===== config.mk =====
export PLATFORM = sky130hd
export DESIGN_NAME = spbm_port
export DESIGN_NICKNAME = d
export VERILOG_FILES = /design/src/verilog/spbm_fifo.v /design/src/verilog/spbm_sync.v /design/src/verilog/spbm_port.v
export VERILOG_INCLUDE_DIRS = /design/src /design/src/verilog
export SDC_FILE = /design/constraint.sdc
export NUM_CORES = 1
export LEC_CHECK = 0
export BUFFER_PORTS_ARGS = -buffer_cell sky130_fd_sc_hd__buf_2
export CORE_ASPECT_RATIO = 1.25
export CORE_MARGIN = 8
export CORE_UTILIZATION = 60
export CTS_CLUSTER_SIZE = 30
export DETAILED_ROUTE_END_ITERATION = 16
export GPL_TIMING_DRIVEN = 0
export MAX_ROUTING_LAYER = met4
export PLACE_DENSITY = 0.85
export SLEW_MARGIN = 20
export SYNTH_ARGS = -nofsm -noshare
export SYNTH_HDL_FRONTEND = slang
export SYNTH_SLANG_ARGS = --single-unit

===== constraint.sdc =====
create_clock -name clk -period 4.1 [get_ports clk]
set_input_delay 0.615 -clock clk [delete_from_list [all_inputs] [get_ports clk]]
set_output_delay 0.615 -clock clk [all_outputs]
set_load 0.01 [all_outputs]

===== src/verilog/spbm_regs.vh =====
`ifndef SPBM_REGS_VH
`define SPBM_REGS_VH
// ----------------------------------------
// bus register byte offsets
// ----------------------------------------
`define SPBM_OFF_CMD 12'h000
`define SPBM_OFF_RDATA 12'h004
`define SPBM_OFF_CFG 12'h008
`define SPBM_OFF_STATUS 12'h00C
`define SPBM_OFF_LINES 12'h010
`define SPBM_OFF_CTRL 12'h014
`define SPBM_OFF_LDREG 12'h018
// ----------------------------------------
// command word fields
// ----------------------------------------
`define SPBM_CMD_ADDR_LSB 0
`define SPBM_CMD_ADDR_MSB 11
`define SPBM_CMD_WR_BIT 12
`define SPBM_CMD_DATA_BIT 13
// ----------------------------------------
// bit displacement map, controller half
// ----------------------------------------
`define SPBM_D_ZERO8 5'h08
`define SPBM_D_ERR 5'h09
`define SPBM_D_PERR 5'h0A
`define SPBM_D_OERR 5'h0B
`define SPBM_D_FERR 5'h0C
`define SPBM_D_FULL 5'h0D
`define SPBM_D_START 5'h0E
`define SPBM_D_TEST 5'h0F
`define SPBM_D_RTS 5'h10
`define SPBM_D_BRK 5'h11
`define SPBM_D_IEN0 5'h12
`define SPBM_D_IEN3 5'h15
`define SPBM_D_RESET 5'h1F
`define SPBM_REGDATA_W 11
// ----------------------------------------
// reset values
// ----------------------------------------
`define SPBM_SEL_RESET 4'hF
`endif


===== src/verilog/spbm_fifo.v =====
`timescale 1ns/1ns
`default_nettype none
module spbm_fifo #(
  parameter WIDTH = 8,
  parameter DEPTH = 8,
  parameter AW = 3
) (
  input wire clk,
  input wire arst_n,
  input wire in_valid,
  output wire in_ready,
  input wire [WIDTH-1:0] in_data,
  output wire out_valid,
  input wire out_ready,
  output reg [WIDTH-1:0] out_data
);
  localparam [AW:0] FULL_COUNT = DEPTH;
  reg [WIDTH-1:0] mem [0:DEPTH-1];
  reg [AW:0] wr_ptr_reg;
  reg [AW:0] rd_ptr_reg;
  reg [AW:0] count_reg;
  reg out_valid_reg;
  wire push;
  wire pop;
  wire load;

  // ----------------------------------------
  // flags
  // ----------------------------------------
  assign in_ready = (count_reg != FULL_COUNT);
  assign push = in_valid && in_ready;
  // output register refills when count_reg is nonzero and the register is empty or being taken
  assign load = (count_reg != {(AW+1){1'b0}}) && (!out_valid_reg || out_ready);
  assign pop = out_valid_reg && out_ready;
  assign out_valid = out_valid_reg;

  always @(posedge clk) begin
    if (push) begin
      mem[wr_ptr_reg[AW-1:0]] <= in_data;
    end
  end

  always @(posedge clk or negedge arst_n) begin
    if (!arst_n) begin
      wr_ptr_reg <= {(AW+1){1'b0}};
      rd_ptr_reg <= {(AW+1){1'b0}};
      count_reg <= {(AW+1){1'b0}};
      out_valid_reg <= 1'b0;
      out_data <= {WIDTH{1'b0}};
    end else begin
      if (push) begin
        wr_ptr_reg <= wr_ptr_reg + 1'b1;
      end
      if (load) begin
        out_data <= mem[rd_ptr_reg[AW-1:0]];
        rd_ptr_reg <= rd_ptr_reg + 1'b1;
        out_valid_reg <= 1'b1;
      end else if (pop) begin
        out_valid_reg <= 1'b0;
      end
      if (push && !load) begin
        count_reg <= count_reg + 1'b1;
      end else if (!push && load) begin
        count_reg <= count_reg - 1'b1;
      end
    end
  end
endmodule
`default_nettype wire


===== src/verilog/spbm_sync.v =====
`timescale 1ns/1ns
`default_nettype none
module spbm_sync #(
  parameter WIDTH = 1
) (
  input wire clk,
  input wire arst_n,
  input wire [WIDTH-1:0] d,
  output reg [WIDTH-1:0] q
);
  reg [WIDTH-1:0] meta_reg;

  // first stage is read only by the second
  always @(posedge clk or negedge arst_n) begin
    if (!arst_n) begin
      meta_reg <= {WIDTH{1'b0}};
      q <= {WIDTH{1'b0}};
    end else begin
      meta_reg <= d;
      q <= meta_reg;
    end
  end
endmodule
`default_nettype wire


===== src/verilog/spbm_port.v =====
// Contract
// - a9..a14 give bit displacement from base
// - read 0-7 data, 8 zero, 9-12 errors
// - writes 0-10 load selected register data
// - 11-14 select loads, 15 test, 31 reset
// - write 16 rts, 17 break
// - writes 18-21 set interrupt enables
// - read interrupts at 16,17,19,20,31; 18 zero
// - read 21-25 buffer and timer status
// - read 26-30 rts, dtr, cts, change, flag
// - aux groups read dtr,dsr,ri; write dtr
// - aux positions 4,5 switches; 4-7 led
// - switches read only for addressed port
// - autocall writes digit, strobe, request, led
// - autocall reads dialer status lines
// - a9 selects controller or auxiliary half
`timescale 1ns/1ns
`default_nettype none
`include "spbm_regs.vh"
module spbm_port #(
  parameter AUTOCALL = 1,
  parameter FIFO_DEPTH = 8,
  parameter FIFO_AW = 3
) (
  input wire clk,
  input wire arst_n,
  input wire [31:0] haddr,
  input wire [1:0] htrans,
  input wire hwrite,
  input wire [2:0] hsize,
  input wire hsel,
  input wire hready,
  input wire [31:0] hwdata,
  output reg [31:0] hrdata,
  output wire hreadyout,
  output wire hresp,
  input wire [5:0] port_switch,
  input wire [1:0] level_switch,
  input wire [7:0] rx_data,
  input wire rx_valid,
  output wire rx_ready,
  input wire [3:0] rx_errs,
  input wire rx_full_bit,
  input wire rx_start_bit,
  input wire serial_in_pin,
  input wire [4:0] irq_state,
  input wire [4:0] ctl_status,
  input wire cts_in,
  input wire line_changed,
  input wire load_break_flag,
  input wire dsr_in,
  input wire ri_in,
  input wire [4:0] dialer_in,
  output reg [`SPBM_REGDATA_W-1:0] reg_load_data,
  output reg reg_load_stb,
  output reg [3:0] load_select,
  output reg loopback_test,
  output reg rts_drive_on,
  output reg break_drive_on,
  output reg [3:0] irq_en,
  output reg ctl_reset,
  output reg dtr_out,
  output reg led_out,
  output reg [3:0] dial_digit,
  output reg digit_present,
  output reg call_request,
  output reg autocall_led
);
  // ----------------------------------------
  // pin synchronisers
  // ----------------------------------------
  wire [11:0] pins_s;
  wire [5:0] sw_s;
  wire [1:0] lvl_s;
  wire [4:0] dial_s;
  wire pin_s;
  wire cts_s;
  wire dsr_s;
  wire ri_s;
  spbm_sync #(.WIDTH(12)) u_sync (
    .clk(clk),
    .arst_n(arst_n),
    .d({port_switch, level_switch, serial_in_pin, cts_in, dsr_in, ri_in}),
    .q(pins_s)
  );
  spbm_sync #(.WIDTH(5)) u_sync_dial (
    .clk(clk),
    .arst_n(arst_n),
    .d(dialer_in),
    .q(dial_s)
  );
  assign sw_s = pins_s[11:6];
  assign lvl_s = pins_s[5:4];
  assign pin_s = pins_s[3];
  assign cts_s = pins_s[2];
  assign dsr_s = pins_s[1];
  assign ri_s = pins_s[0];

  // ----------------------------------------
  // receive fifo
  // ----------------------------------------
  wire fifo_valid;
  wire [7:0] fifo_data;
  reg fifo_pop;
  spbm_fifo #(.WIDTH(8), .DEPTH(FIFO_DEPTH), .AW(FIFO_AW)) u_fifo (
    .clk(clk),
    .arst_n(arst_n),
    .in_valid(rx_valid),
    .in_ready(rx_ready),
    .in_data(rx_data),
    .out_valid(fifo_valid),
    .out_ready(fifo_pop),
    .out_data(fifo_data)
  );

  // ----------------------------------------
  // ahb-lite slave, zero wait
  // ----------------------------------------
  reg ph_valid_reg;
  reg ph_write_reg;
  reg [11:0] ph_addr_reg;
  reg [31:0] cmd_reg;
  reg busy_reg;
  reg bit_rd_reg;
  wire take;
  assign take = hsel && hready && htrans[1];
  assign hreadyout = 1'b1;
  assign hresp = 1'b0;

  always @(posedge clk or negedge arst_n) begin
    if (!arst_n) begin
      ph_valid_reg <= 1'b0;
      ph_write_reg <= 1'b0;
      ph_addr_reg <= 12'h000;
    end else if (hready) begin
      ph_valid_reg <= take;
      ph_write_reg <= hwrite;
      ph_addr_reg <= haddr[11:0];
    end
  end

  wire wr_en;
  wire rd_en;
  assign wr_en = ph_valid_reg && ph_write_reg;
  assign rd_en = take && !hwrite;

  // ----------------------------------------
  // bit access decode
  // ----------------------------------------
  wire [11:0] bit_addr;
  wire [4:0] disp;
  wire aux_half;
  wire hit;
  wire go_cmd;
  wire go_wr;
  wire go_val;
  assign go_cmd = wr_en && (ph_addr_reg == `SPBM_OFF_CMD);
  assign bit_addr = hwdata[`SPBM_CMD_ADDR_MSB:`SPBM_CMD_ADDR_LSB];
  assign go_wr = hwdata[`SPBM_CMD_WR_BIT];
  assign go_val = hwdata[`SPBM_CMD_DATA_BIT];
  assign hit = (bit_addr[11:6] == sw_s);
  assign aux_half = bit_addr[5];
  assign disp = bit_addr[4:0];

  wire [2:0] pos;
  assign pos = disp[2:0];

  // read mux
  reg rbit;
  always @* begin
    rbit = 1'b0;
    if (!aux_half) begin
      if (disp < 5'h08) begin
        rbit = fifo_data[disp[2:0]];
      end else begin
        case (disp)
          `SPBM_D_ZERO8: rbit = 1'b0;
          `SPBM_D_ERR: rbit = rx_errs[3];
          `SPBM_D_PERR: rbit = rx_errs[2];
          `SPBM_D_OERR: rbit = rx_errs[1];
          `SPBM_D_FERR: rbit = rx_errs[0];
          `SPBM_D_FULL: rbit = rx_full_bit;
          `SPBM_D_START: rbit = rx_start_bit;
          `SPBM_D_TEST: rbit = pin_s;
          5'h10: rbit = irq_state[4];
          5'h11: rbit = irq_state[3];
          5'h12: rbit = 1'b0;
          5'h13: rbit = irq_state[2];
          5'h14: rbit = irq_state[1];
          5'h15: rbit = fifo_valid;
          5'h16: rbit = ctl_status[4];
          5'h17: rbit = ctl_status[3];
          5'h18: rbit = ctl_status[2];
          5'h19: rbit = ctl_status[1];
          5'h1A: rbit = rts_drive_on;
          5'h1B: rbit = dtr_out;
          5'h1C: rbit = cts_s;
          5'h1D: rbit = line_changed;
          5'h1E: rbit = load_break_flag;
          5'h1F: rbit = irq_state[0];
          default: rbit = 1'b0;
        endcase
      end
    end else if (AUTOCALL != 0 && disp[4]) begin
      // upper auxiliary area of the autocall port
      if (pos < 3'd5) begin
        rbit = dial_s[3'd4 - pos];
      end
    end else begin
      case (pos)
        3'd0: rbit = dtr_out;
        3'd1: rbit = dsr_s;
        3'd2: rbit = ri_s;
        3'd4: rbit = lvl_s[0];
        3'd5: rbit = lvl_s[1];
        default: rbit = 1'b0;
      endcase
    end
  end

  // ----------------------------------------
  // controller and auxiliary outputs
  // ----------------------------------------
  reg [`SPBM_REGDATA_W-1:0] shadow_reg;
  always @(posedge clk or negedge arst_n) begin
    if (!arst_n) begin
      cmd_reg <= 32'h0000_0000;
      busy_reg <= 1'b0;
      bit_rd_reg <= 1'b0;
      fifo_pop <= 1'b0;
      shadow_reg <= {`SPBM_REGDATA_W{1'b0}};
      reg_load_data <= {`SPBM_REGDATA_W{1'b0}};
      reg_load_stb <= 1'b0;
      load_select <= `SPBM_SEL_RESET;
      loopback_test <= 1'b0;
      rts_drive_on <= 1'b0;
      break_drive_on <= 1'b0;
      irq_en <= 4'h0;
      ctl_reset <= 1'b0;
      dtr_out <= 1'b0;
      led_out <= 1'b0;
      dial_digit <= 4'h0;
      digit_present <= 1'b0;
      call_request <= 1'b0;
      autocall_led <= 1'b0;
    end else begin
      reg_load_stb <= 1'b0;
      ctl_reset <= 1'b0;
      fifo_pop <= 1'b0;
      if (go_cmd) begin
        cmd_reg <= hwdata;
        busy_reg <= 1'b0;
        if (hit && !go_wr) begin
          bit_rd_reg <= rbit;
        end
        if (hit && go_wr && !aux_half) begin
          if (disp <= 5'h0A) begin
            // register bits accumulate; strobe on every bit so the controller tracks
            shadow_reg[disp[3:0]] <= go_val;
            reg_load_data <= shadow_reg;
            reg_load_data[disp[3:0]] <= go_val;
            reg_load_stb <= 1'b1;
          end else if (disp <= `SPBM_D_START) begin
            load_select[disp[1:0] + 2'd1] <= go_val;
          end else if (disp == `SPBM_D_TEST) begin
            loopback_test <= go_val;
          end else if (disp == `SPBM_D_RTS) begin
            rts_drive_on <= go_val;
          end else if (disp == `SPBM_D_BRK) begin
            break_drive_on <= go_val;
          end else if (disp >= `SPBM_D_IEN0 && disp <= `SPBM_D_IEN3) begin
            irq_en[disp[1:0] + 2'd2] <= go_val;
            if (disp == `SPBM_D_IEN0) begin
              fifo_pop <= fifo_valid; // loaded flag clears by taking the char
            end
          end else if (disp == `SPBM_D_RESET && go_val) begin
            ctl_reset <= 1'b1;
            load_select <= `SPBM_SEL_RESET;
          end
        end
        if (hit && go_wr && aux_half) begin
          if (AUTOCALL != 0 && disp[4]) begin
            case (pos)
              3'd0: dial_digit[0] <= go_val;
              3'd1: dial_digit[1] <= go_val;
              3'd2: dial_digit[2] <= go_val;
              3'd3: dial_digit[3] <= go_val;
              3'd4: digit_present <= go_val;
              3'd5: call_request <= go_val;
              3'd6: autocall_led <= go_val;
              default: ;
            endcase
          end else if (pos < 3'd4) begin
            dtr_out <= go_val;
          end else begin
            led_out <= go_val;
          end
        end
      end
    end
  end

  // ----------------------------------------
  // register read
  // ----------------------------------------
  always @(posedge clk or negedge arst_n) begin
    if (!arst_n) begin
      hrdata <= 32'h0000_0000;
    end else if (rd_en) begin
      case (haddr[11:0])
        `SPBM_OFF_CMD: hrdata <= cmd_reg;
        `SPBM_OFF_RDATA: hrdata <= {31'h0000_0000, bit_rd_reg};
        `SPBM_OFF_CFG: hrdata <= {26'h000_0000, sw_s};
        `SPBM_OFF_STATUS: hrdata <= {23'h00_0000, fifo_valid, fifo_data};
        `SPBM_OFF_LINES: hrdata <= {27'h000_0000, dial_s};
        `SPBM_OFF_CTRL: hrdata <= {22'h00_0000, irq_en, load_select, loopback_test, busy_reg};
        `SPBM_OFF_LDREG: hrdata <= {21'h00_0000, shadow_reg};
        default: hrdata <= 32'h0000_0000;
      endcase
    end
  end
endmodule
`default_nettype wire


* Yosys cells after proc, flatten, opt, wreduce, memory -nomap -nowiden
Memories as Yosys holds them, arrays and structs flattened. A register that Yosys moved wholly into a read port is not among the register bits.
Cells that the tools add are included.
** Cells by class
- Muxes and demuxes :: 53
- Add/sub/neg operators :: 7
- Reduce and logical (&&, ||, !) cells :: 50
- Eq/ne operators :: 41
- $lt $le $gt $ge :: 15
- Bitwise logic cells :: 7
** Operators by type and width (count)
- $pmux 32 s7 :: 1
- $eq 5x5->1 const B :: 16
- $eq 12x5->1 const B :: 3
- $reduce_and 4->1 :: 9
- $eq 5x4->1 const B :: 7
- $mux 1 :: 34
- $mux 4 :: 8
- $eq 12x4->1 const B :: 2
- $logic_not 12->1 :: 2
- $pmux 1 s22 :: 1
- $logic_and 1x1->1 :: 19
- $reduce_and 8->1 :: 2
- $add 4x1->4 const B :: 3
- $eq 12x3->1 const B :: 1
- $bwmux 11 :: 1
- $le 5x4->1 const B :: 2
- $eq 3x3->1 const B :: 3
- $bwmux 4 :: 2
- $lt 3x4->1 const B :: 2
- $ne 2x2->1 const B :: 4
- $logic_not 1->1 :: 7
- $not 1->1 :: 7
- $reduce_and 7->1 :: 1
- $bmux 1 s3 :: 2
- 27 further kinds :: 34
** Storage, ports and cells
- Memories kept :: 1
- Output and inout bits :: 68
- Logic and storage cells :: 206
- Memory bits (writable) :: 64
- Bits in registers :: 160
** Memory list
- u_fifo.mem :: depth 8, bits a word 8, read ports 1, clocked after memory_dff 1, wr ports 1, RTL line spbm_fifo.v:18 : reg [WIDTH-1:0] mem [0:DEPTH-1];

* Depth between registers and ports, before layout
Gate-level depths: netlist (run 1).
- Depth in word-level cells :: 11
- Mapped depth :: 12
- Mapped depth without buffers :: 12

* By module
From an unflattened synthesis (run 1), not the netlist that was laid out.
** Second synthesis, totals
- Cells, all modules :: 763
- Area total of the unflattened synthesis :: 10030.9 um^2
** By module, submodules not included
- spbm_port :: times used 1, cells each 507, area each 5768.0 um^2
- spbm_fifo :: times used 1, cells each 222, area each 3412.0 um^2
- spbm_sync (u_sync) :: times used 1, cells each 24, area each 600.6 um^2
- spbm_sync (u_sync_dial) :: times used 1, cells each 10, area each 250.2 um^2

* Least setup slack after synthesis (run 1)
OpenSTA, ideal clock, no wires.
- Path type :: in2reg
- Start :: input hwdata[0]
- End :: register irq_en[0]
- Slack :: 1.706 ns
- Cell stages on the path :: 8
- Arrival time :: 2.266 ns
- Cell sequence :: buf_2 inv_1 ha_1 nor2_1 a21oi_1 a2111oi_2 nand3_1 mux2_1
** On the way
- Longest elaborated chain between the ends :: 6
- Elaborated cells on any way between the ends :: 21
- Classes of those cells :: add/sub: 1; order compare: 6; eq/ne: 3; mux: 3; bitwise: 5; reduce/logical: 3
** Ends and longest elaborated chain
- start: declaration :: RTL line spbm_port.v:33 : input wire [31:0] hwdata,
- $add 2x2->2 :: RTL line spbm_port.v:272 : irq_en[disp[1:0] + 2'd2] <= go_val;
- $lt 2x3->1 (not written as such) or $ge 2x1->1 (tied branches) :: RTL line spbm_port.v:272
- $logic_and 1x1->1 (not written as such) :: RTL line spbm_port.v:272
- $mux 1 (not written as such) :: RTL line spbm_port.v:272
- $demux 1 s2 :: RTL line spbm_port.v:272
- $bwmux 4 :: RTL line spbm_port.v:272
- end signal: indexed assignment :: RTL line spbm_port.v:272
- end: declaration :: RTL line spbm_port.v:60 : output reg [3:0] irq_en,
Several ways; a longest one is shown, not always the timed one.
A chain may end at the register's enable or synchronous reset.

* Worst setup path after layout (run 1)
- Start :: register u_fifo.count_reg[0]
- End :: register u_fifo.count_reg[3]
** On the way
- Longest elaborated chain between the ends :: 5
- Elaborated cells on any way between the ends :: 13
- Classes of those cells :: add/sub: 2; eq/ne: 1; mux: 2; reduce/logical: 8
** Ends and longest elaborated chain
- start: declaration :: RTL line spbm_fifo.v:21 : reg [AW:0] count_reg;
- start signal: assignment :: RTL line spbm_fifo.v:47 : count_reg <= {(AW+1){1'b0}};
- start signal: assignment :: RTL line spbm_fifo.v:62 : count_reg <= count_reg + 1'b1;
- start signal: assignment :: RTL line spbm_fifo.v:64 : count_reg <= count_reg - 1'b1;
- parallel branches: the longest is 5 deep, another holds $sub 4x1->4
Parallel ways; which one is timed is not known. The select of a mux whose other input is x is not followed.

==> flow_metrics.env, run 1 <==
export IMPL_antenna_found_initial=0
export IMPL_grt_start_max_net_pins=88
export IMPL_hold_ws_ps=102
export IMPL_tightest_slew_ps=785
export IMPL_initial_core_util=0.608
export IMPL_dieArea_sq_um=20700
export IMPL_synthDistinctLibCells=61
export IMPL_syn_instance_count=722
export IMPL_reg2reg_from="u_fifo.count_reg[0]"
export IMPL_root_buffer="clkbuf_16"
export IMPL_criticalPathCategory="flip-flop to flip-flop"
export IMPL_p_per_area_nw_per_um2=450
export IMPL_ctsHoldBuffers=0
export IMPL_rsz0062_at_grt="false"
export IMPL_relSlewSlack=0.474
export IMPL_first_pass_iters=5
export IMPL_drc=0
export IMPL_path_max_fanout=10
export IMPL_synth_seq_cells=230
export IMPL_syn_area_sq_um=9780
export IMPL_synthFlopType="dfrtp_1"
export IMPL_setup_viol=0
export IMPL_synth_area_per_cell_sq_um=13.5
export IMPL_synth_top_area_frac=0.415
export IMPL_async_flop_share=0.722
export IMPL_switching_power_mw=1.24
export IMPL_clkPwrFrac=0.391
export IMPL_max_freq_mhz=348
export IMPL_die_w_um=130
export IMPL_p_leak_nw=5.13
export IMPL_ios=186
export IMPL_cts_setup_buffers=0
export IMPL_period_share=0.700
export IMPL_maxCapViolCount=0
export IMPL_synth_edf_count=64
export IMPL_switching_share=0.237
export IMPL_cts_sinks=230
export IMPL_r2r_slack_ps=1230
export IMPL_syn_nets=856
export IMPL_synth_area_leaders="dfrtp_1, edfxtp_1, mux2_2"
export IMPL_drtIter0Drc=479
export IMPL_ant_nets=0
export IMPL_rows=52
export IMPL_syn_to_final_growth_pct=19.3
export IMPL_endpoint_kind="flip-flop"
export IMPL_finalSetupTns_ps=0
export IMPL_final_hold_violation_count=0
export IMPL_met3_usage=0.0372
export IMPL_cts_tree="built"
export IMPL_outcome="completed"
export IMPL_drive_above_1_share=0.314
export IMPL_grt_overflow=0
export IMPL_drv_slew=0
export IMPL_fin_skew_ps=12.5
export IMPL_use_met2=0.408
export IMPL_largest_reg_flops=64
export IMPL_totalWireLength_um=24100
export IMPL_r2r_end="u_fifo.count_reg[3]"
export IMPL_die_y_um=159
export IMPL_reg2reg_depth=12
export IMPL_critPathRequiredTime_ps=4470
export IMPL_core_sq_um=16100
export IMPL_gr_usage_met1=0.273
export IMPL_synth_area_leader_cell="dfrtp_1"
export IMPL_grt_busiest_layer="met2"
export IMPL_nets=1038
export IMPL_yosys_warnings=0
export IMPL_grt_first_pass_wirelength_um=37600
export IMPL_diodes=0
export IMPL_ir_drop_mv=0.405
export IMPL_critPathArrivalTime_ps=3240
export IMPL_grt_pass1_vias=7054
export IMPL_combinationalPowerShare=0.108
export IMPL_track_usage=0.238
export IMPL_vias=6786
export IMPL_synthTopCellsByCount="dfrtp_1, edfxtp_1, mux2_2, nand2_1, a22o_1"
export IMPL_ys_seq_area_frac=0.622
export IMPL_min_period_ps=2870
export IMPL_cts_buffer_depth=3
export IMPL_place_hpwl_um=17400
export IMPL_clk_latency_ps=500
export IMPL_synth_most_common_cell="dfrtp_1"
export IMPL_cts_made_buffers=23
export IMPL_avgViaCountPerCell=5.97
export IMPL_avgRoutedWirePerCell_um=21.2
export IMPL_port_buffers=154
export IMPL_clk_pin_slew_ps=60
export IMPL_crit_path_start_kind="flip-flop"
export IMPL_cts_max_level=1
export IMPL_seqPwrFrac=0.501
export IMPL_hp_class="primary input to async pin"
export IMPL_p_int_mw=4.00
export IMPL_cts_repair_resize_count=0
export IMPL_routabilityCongestion=0.944
## critical path, cell delays in order (launching register included)
cell and delay [ps]:
dfrtp_1 440, nor4_1 580, a21oi_1 120, clkbuf_1 250, inv_1 120, ha_1 180, inv_1 90, ha_1 290
a21o_1 180, a21oi_1 160, xnor2_1 130, nor2_1 70, xor2_1 140
## power groups by stage
stage / clock, mW / sequential, mW / combinational (mW)
floorplan: 0 / 2.64 / 0.354
global placement: 0 / 2.66 / 0.516
detailed placement: 0 / 2.67 / 0.560
CTS: 2.07 / 2.63 / 0.567
global route: 2.17 / 2.64 / 0.634
finish: 2.05 / 2.63 / 0.568
## metrics by stage
stage               instances   util  instance area (sq um)  setup slack, ps  power (mW)
global placement         1092  0.673                  10800             8.99        3.17
global route             1136  0.726                  11700              985        5.45
floorplan                 722      -                   9780             1710        2.99
finish                   1136  0.726                  11700             1230        5.24
detailed placement       1095  0.678                  10900             1090        3.23
CTS                      1136  0.725                  11600             1190        5.27
## cells in the final DEF, fill, tap and decap left out, types with 6 or more instances in the layout
cell / count
xnor2_1: 6
mux2_1: 8
clkbuf_8: 6
edfxtp_1: 64
clkbuf_1: 36
clkbuf_16: 25
dfrtp_1: 162
nor2_1: 31
ha_1: 15
a21oi_1: 24
nor4_1: 7
buf_4: 6
inv_1: 12
xor2_1: 8
nor2b_1: 8
o21ai_0: 31
a22oi_1: 10
mux2i_1: 19
mux4_2: 18
nand4_1: 20
mux2_2: 51
nand3_1: 17
nand2_1: 47
a22o_1: 32
buf_2: 160
## worst max-delay path by stage
stage	start	to	slack [ps]	depth (start not counted)
2_1_floorplan	hwdata[0]	irq_en[0]	1710	8
3_3_place_gp	arst_n	u_sync.meta_reg[9]	9	1
3_5_place_dp	hwdata[0]	bit_rd_reg	1090	10
4_1_cts	u_fifo.count_reg[0]	u_fifo.count_reg[3]	1190	12
5_1_grt	u_fifo.count_reg[0]	u_fifo.count_reg[3]	980	12
6_report	u_fifo.count_reg[0]	u_fifo.count_reg[3]	1230	12
## cell families after synthesis
kind of cell	after synthesis	synth area share
flops	230	0.622
simple gates	174	0.0957
compound gates	132	0.0937
mux	96	0.129
buf+inv	58	0.0252
fa+ha+maj	16	0.0212
xor+xnor	14	0.0125
other cells	2	0.000768
## routing by layer
metal / part of all wire / routed length [um]
met5: 0 / 0
met4: 0.037 / 896
met3: 0.078 / 1890
met2: 0.52 / 12500
met1: 0.36 / 8790
## layout make-up
type,instances,area [sq um]
multi-input cells,434,3490
clock inverters,4,22.5
inverters,12,45.0
clock buffers,37,734
flip-flops and latches,230,6080
plain buffers,46,201
repair buffers,157,818
fillers,1039,4410
well taps,216,270
Note: power is estimated with default switching activity, not from simulation.
==> run 2: changes to the inputs <==
--- a/config.mk
+++ b/config.mk
@@ -6,15 +6,16 @@
 export SDC_FILE = /design/constraint.sdc
 export NUM_CORES = 1
 export LEC_CHECK = 0
+export ABC_AREA = 1
 export BUFFER_PORTS_ARGS = -buffer_cell sky130_fd_sc_hd__buf_2
 export CORE_ASPECT_RATIO = 1.25
 export CORE_MARGIN = 8
-export CORE_UTILIZATION = 60
+export CORE_UTILIZATION = 56
 export CTS_CLUSTER_SIZE = 30
 export DETAILED_ROUTE_END_ITERATION = 16
 export GPL_TIMING_DRIVEN = 0
 export MAX_ROUTING_LAYER = met4
-export PLACE_DENSITY = 0.85
+export PLACE_DENSITY = 0.8
 export SLEW_MARGIN = 20
 export SYNTH_ARGS = -nofsm -noshare
 export SYNTH_HDL_FRONTEND = slang
==> constraint.sdc (replaced) <==
create_clock -name clk -period 2.7 [get_ports clk]
set_input_delay 0.405 -clock clk [delete_from_list [all_inputs] [get_ports clk]]
set_output_delay 0.405 -clock clk [all_outputs]
set_load 0.01 [all_outputs]
==> run 2 against run 1 <==
Critical path depth up 1. Routed wire length is 19% higher. Non-clock buffer count grew 11. Global-route usage is 1.7 points higher. Clock power up 77%. Sequential share of layout area shrank 3.5 points. Count of clock-buffer cells in the layout down 11.
==> flow_metrics.env, run 2 <==
export IMPL_outcome="completed"
export IMPL_crit_slowest_cell="dfrtp_1"
export IMPL_max_freq_mhz=441
export IMPL_synthDistinctLibCells=43
export IMPL_ant_nets=0
export IMPL_r2r_slack_ps=430
export IMPL_cts_max_level=1
export IMPL_synthFlopType="dfrtp_1"
export IMPL_final_hold_violation_count=0
export IMPL_criticalPathCategory="flip-flop to flip-flop"
export IMPL_worst_slack_ps=432
export IMPL_p_per_area_nw_per_um2=671
export IMPL_root_buffer="clkbuf_16"
export IMPL_synth_area_per_cell_sq_um=8.99
export IMPL_synth_top_area_frac=0.393
export IMPL_cts_sinks=230
export IMPL_ios=186
export IMPL_largest_reg_flops=64
export IMPL_initial_core_util=0.570
export IMPL_core_sq_um=18100
export IMPL_grt_first_pass_wirelength_um=45200
export IMPL_final_cell_mix="nand2_1, dfrtp_1, buf_2, inv_1, nor2_1"
export IMPL_r2r_end="u_fifo.count_reg[3]"
export IMPL_drv_slew=0
export IMPL_worst_path_largest_cell_delay_ps=430
export IMPL_maxCapViolCount=0
export IMPL_syn_area_sq_um=10300
export IMPL_synth_area_leader_cell="dfrtp_1"
export IMPL_first_pass_iters=9
export IMPL_routabilityCongestion=0.999
export IMPL_tightest_slew_ps=821
export IMPL_dieArea_sq_um=23000
export IMPL_reg2reg_depth=13
export IMPL_rsz0062_at_grt="false"
export IMPL_synthTopCellsByCount="nand2_1, dfrtp_1, inv_1, nor2_1, o21ai_0"
export IMPL_port_buffers=158
export IMPL_reg2reg_from="u_fifo.count_reg[0]"
export IMPL_grt_pass1_vias=8825
export IMPL_path_max_fanout=5
export IMPL_syn_instance_count=1148
export IMPL_setup_viol=0
export IMPL_synth_most_common_cell="nand2_1"
export IMPL_grt_overflow=0
export IMPL_cts_buffer_depth=3
export IMPL_syn_to_final_growth_pct=21.2
export IMPL_syn_nets=1282
export IMPL_cts_repair_resize_count=0
export IMPL_nets=1485
export IMPL_mostFrequentLayoutCell="nand2_1"
export IMPL_endpoint_kind="flip-flop"
export IMPL_grt_start_max_net_pins=61
export IMPL_avgRoutedWirePerCell_um=18.0
export IMPL_antenna_found_initial=0
export IMPL_drc=0
export IMPL_synth_seq_cells=230
export IMPL_rows=55
export IMPL_design_area_sq_um=12500
export IMPL_async_flop_share=0.722
export IMPL_cts_made_buffers=23
export IMPL_relSlewSlack=0.451
export IMPL_period_share=0.840
export IMPL_hold_start="hwdata[30]"
export IMPL_synth_area_leaders="dfrtp_1, edfxtp_1, nand2_1"
export IMPL_hp_class="primary input to flip-flop"
export IMPL_critPathRequiredTime_ps=3100
export IMPL_crit_path_start_kind="flip-flop"
export IMPL_placed_cell_area_sq_um=11500
export IMPL_ys_seq_area_frac=0.590
export IMPL_path_common_cell="nand2_1"
export IMPL_clk_pin_slew_ps=60
export IMPL_path_cells="nor2_1, nand3_1, nand2_1, inv_1, ha_1, inv_1, ha_1, a21o_1, a21oi_1, nand2_1, nand2_1, nor2_1, xor2_1"
export IMPL_holdPathEnd="cmd_reg[30]"
export IMPL_drtIter0Drc=694
export IMPL_p_leak_nw=6.01
export IMPL_post_route_util=0.691
export IMPL_track_usage=0.256
export IMPL_die_w_um=137
export IMPL_drive_above_1_share=0.174
export IMPL_preCtsSetupSlack_ps=241
export IMPL_totalWireLength_um=28700
export IMPL_clk_latency_ps=530
export IMPL_die_y_um=168
export IMPL_ir_drop_mv=0.564
export IMPL_fin_skew_ps=15.0
export IMPL_cts_tree="built"
export IMPL_hold_depth=3
export IMPL_place_hpwl_um=21100
export IMPL_synth_edf_count=64
export IMPL_critPathArrivalTime_ps=2670
export IMPL_avgViaCountPerCell=5.47
export IMPL_yosys_warnings=0
export IMPL_vias=8729
export IMPL_min_period_ps=2270
## run 2: cell type report
type	count	area (sq um)
Inverter	125	469
Antenna cell	1	2.50
Clock inverter	15	263
Timing Repair Buffer	178	1040
Tap cell	228	285
Buffer	36	154
Clock buffer	26	597
Multi-Input combinational cell	757	3610
Sequential cell	230	6080
Fill cell	1418	5600
## run 2: cells by family after synthesis
logic type | Yosys count | synth area share
xor gates and xnor gates | 7 | 0.00594
muxes | 6 | 0.00655
adders and majority gates | 16 | 0.0201
AOI/OAI and AO/OA | 144 | 0.0810
other | 2 | 0.000728
buffers and inverters | 161 | 0.0604
DFF | 230 | 0.590
and+or+nand+nor | 582 | 0.236
## run 2: worst max path at each step
stage	slack [ps]	endpoint	from	depth (start not counted)
detailed placement	240	irq_en[3]	hwdata[0]	10
finish	430	u_fifo.count_reg[3]	u_fifo.count_reg[0]	13
floorplan	580	u_fifo.count_reg[3]	u_fifo.count_reg[0]	13
CTS	440	u_fifo.count_reg[3]	u_fifo.count_reg[0]	12
global placement	-1260	cmd_reg[23]	arst_n	1
global route	120	u_fifo.count_reg[3]	u_fifo.count_reg[0]	12
## run 2: layer usage
| layer | global-route usage | part of all wire |
|---|---|---|
| met1 | 0.298 | 0.38 |
| met2 | 0.441 | 0.52 |
| met3 | 0.0308 | 0.067 |
| met4 | 0.0971 | 0.037 |
| met5 | - | 0 |
## run 2: what timing repair did
item                      CTS  global route
setup buffers               0             0
hold endpoints to repair   67             0
hold buffers               18             0
## run 2: per-stage QoR
stage | instances | setup TNS (ps) | hold slack, ps | power [mW]
global route | 1595 | 0 | 82.4 | 8.69
CTS | 1595 | 0 | 65.6 | 8.43
floorplan | 1148 | 0 | 109 | 4.46
detailed placement | 1536 | 0 | 335 | 4.79
global placement | 1534 | -203870 | 333 | 4.75
finish | 1596 | 0 | 81.2 | 8.39
## run 2: critical path, delay by kind of cell, from the launching register on
family / cells / cell delay, ps
simple gates: 6 / 560
fa+ha+maj: 2 / 460
flops: 1 / 430
compound gates: 2 / 340
buf+inv: 2 / 220
xor+xnor: 1 / 140
## run 2: where the power goes
part           switching, mW  total (mW)  internal, mW
combinational          0.523       0.805         0.282
clock                   1.36        3.62          2.27
sequential             0.114        3.96          3.84
total                   2.00        8.39          6.39
==> run 3: changes to the inputs <==
==> constraint.sdc (replaced) <==
create_clock -name clk -period 2.23 [get_ports clk]
set_input_delay 0.3345 -clock clk [delete_from_list [all_inputs] [get_ports clk]]
set_output_delay 0.3345 -clock clk [all_outputs]
set_load 0.01 [all_outputs]
==> run 3 against run 2 <==
Clock skew is 0.99 ps higher. Power is 22% higher. Critical path depth is 3 lower. Critical endpoint is now shadow_reg[5]. Final cell count is 0.38% higher.
==> flow_metrics.env, run 3 (synthesis results as in run 2) <==
export IMPL_critPathArrivalTime_ps=2520
export IMPL_syn_to_final_growth_pct=22.0
export IMPL_fin_skew_ps=16.0
export IMPL_period_share=0.942
export IMPL_crit_path_start_kind="flip-flop"
export IMPL_max_freq_mhz=476
export IMPL_drtIter0Drc=690
export IMPL_rows=55
export IMPL_drive_above_1_share=0.182
export IMPL_ir_drop_mv=0.679
export IMPL_p_leak_nw=6.03
export IMPL_routabilityCongestion=0.999
export IMPL_largest_reg_flops=64
export IMPL_setup_viol=0
export IMPL_cts_buffer_depth=3
export IMPL_outcome="completed"
export IMPL_ant_nets=0
export IMPL_clk_latency_ps=530
export IMPL_final_hold_violation_count=0
export IMPL_p_per_area_nw_per_um2=813
export IMPL_place_hpwl_um=21100
export IMPL_track_usage=0.256
export IMPL_dieArea_sq_um=23000
export IMPL_fin_cells=1602
export IMPL_hp_class="primary input to flip-flop"
export IMPL_maxCapViolCount=0
export IMPL_cts_max_level=1
export IMPL_drv_slew=0
export IMPL_grt_first_pass_wirelength_um=45400
export IMPL_totalWireLength_um=28900
export IMPL_min_period_ps=2100
export IMPL_clk_pin_slew_ps=60
export IMPL_cts_made_buffers=23
export IMPL_rsz0062_at_grt="true"
export IMPL_mostFrequentLayoutCell="nand2_1"
export IMPL_drc=0
export IMPL_core_sq_um=18100
export IMPL_die_y_um=168
export IMPL_path_max_fanout=8
export IMPL_avgRoutedWirePerCell_um=18.1
export IMPL_tightest_slew_ps=839
export IMPL_ios=186
export IMPL_critPathRequiredTime_ps=2640
export IMPL_criticalPathCategory="flip-flop to flip-flop"
export IMPL_root_buffer="clkbuf_16"
export IMPL_antenna_found_initial=0
export IMPL_avgViaCountPerCell=5.46
export IMPL_nets=1491
export IMPL_cts_tree="built"
export IMPL_dp_cells=1536
export IMPL_initial_core_util=0.570
export IMPL_grt_pass1_vias=8858
export IMPL_vias=8754
export IMPL_port_buffers=158
export IMPL_endpoint_kind="flip-flop"
export IMPL_grt_start_max_net_pins=61
export IMPL_cts_sinks=230
export IMPL_fillers=1413
export IMPL_first_pass_iters=5
export IMPL_final_cell_mix="nand2_1, buf_2, dfrtp_1, inv_1, nor2_1"
export IMPL_grt_overflow=0
export IMPL_die_w_um=137
export IMPL_relSlewSlack=0.439
export IMPL_total_power_mw=10.2
run 3: changes by cell type in the layout (fill, tap and decap cells not counted), sizes merged:
cell	change
buf	+2
dlygate4sd3	+4
run 3: timing repair:
item                                    4_1_cts  5_1_grt
gates cloned                                  0        0
setup buffers                                 0        2
resized for setup                             2        9
hold buffers                                 22        0
hold endpoints to repair                     71        0
endpoints found under the setup margin        1       11
run 3: worst paths after layout:
check | cells past startpoint | endpoint | start | slack (ps)
setup / recovery | 10 | shadow_reg[5] | ph_addr_reg[5] | 130
hold / removal | 3 | cmd_reg[21] | hwdata[21] | 20
setup reg to reg | 10 | shadow_reg[5] | ph_addr_reg[5] | 130
hold reg to reg | 0 | u_sync.q[4] | u_sync.meta_reg[4] | 340
max in group asynchronous | 4 | hrdata[8] | arst_n | 960
min in group asynchronous | 2 | ph_addr_reg[8] | arst_n | 310
run 3: cell type report:
type / instances / area [sq um] / area share
Antenna cell: 1 / 2.50 / 0.000199
Buffer: 36 / 154 / 0.0122
Clock buffer: 26 / 597 / 0.0474
Clock inverter: 15 / 263 / 0.0209
Inverter: 125 / 469 / 0.0373
Multi-Input combinational cell: 757 / 3630 / 0.289
Sequential cell: 230 / 6080 / 0.484
Tap cell: 228 / 285 / 0.0227
Timing Repair Buffer: 184 / 1090 / 0.0867
run 3: worst max-delay path, cell delays in order (launching register included):
cell	delay (ps)
dfrtp_1	400
nor2_1	100
nand3_1	100
nor2_1	120
nand2_1	250
nor2_1	220
nand2_1	140
nor2_2	270
nand2_1	170
o21ai_1	160
inv_1	50
run 3: power breakdown:
part	internal, mW	leakage [nW]	switching (mW)
Sequential	4.66	2.51	0.130
Combinational	0.383	3.11	0.667
Clock	2.74	0.421	1.64
Total	7.78	6.03	2.44
run 3: routing by layer:
layer,vias up,GRT usage,routed length (um)
li1,4159,-,-
met1,4162,0.298,11000
met2,348,0.440,14800
met3,85,0.0308,1970
met4,0,0.101,1180
met5,-,-,0
run 3: stage by stage:
stage	util	hold WS, ps	area (sq um)	setup WS [ps]	TNS (ps)
finish	0.695	18.2	12600	129	0
global route	0.695	11.9	12600	-41.5	-137
CTS	0.693	0.983	12500	12.8	0
detailed placement	0.633	277	11500	-159	-950
floorplan	-	38.9	10300	109	0
global placement	0.629	333	11400	-1660	-271050
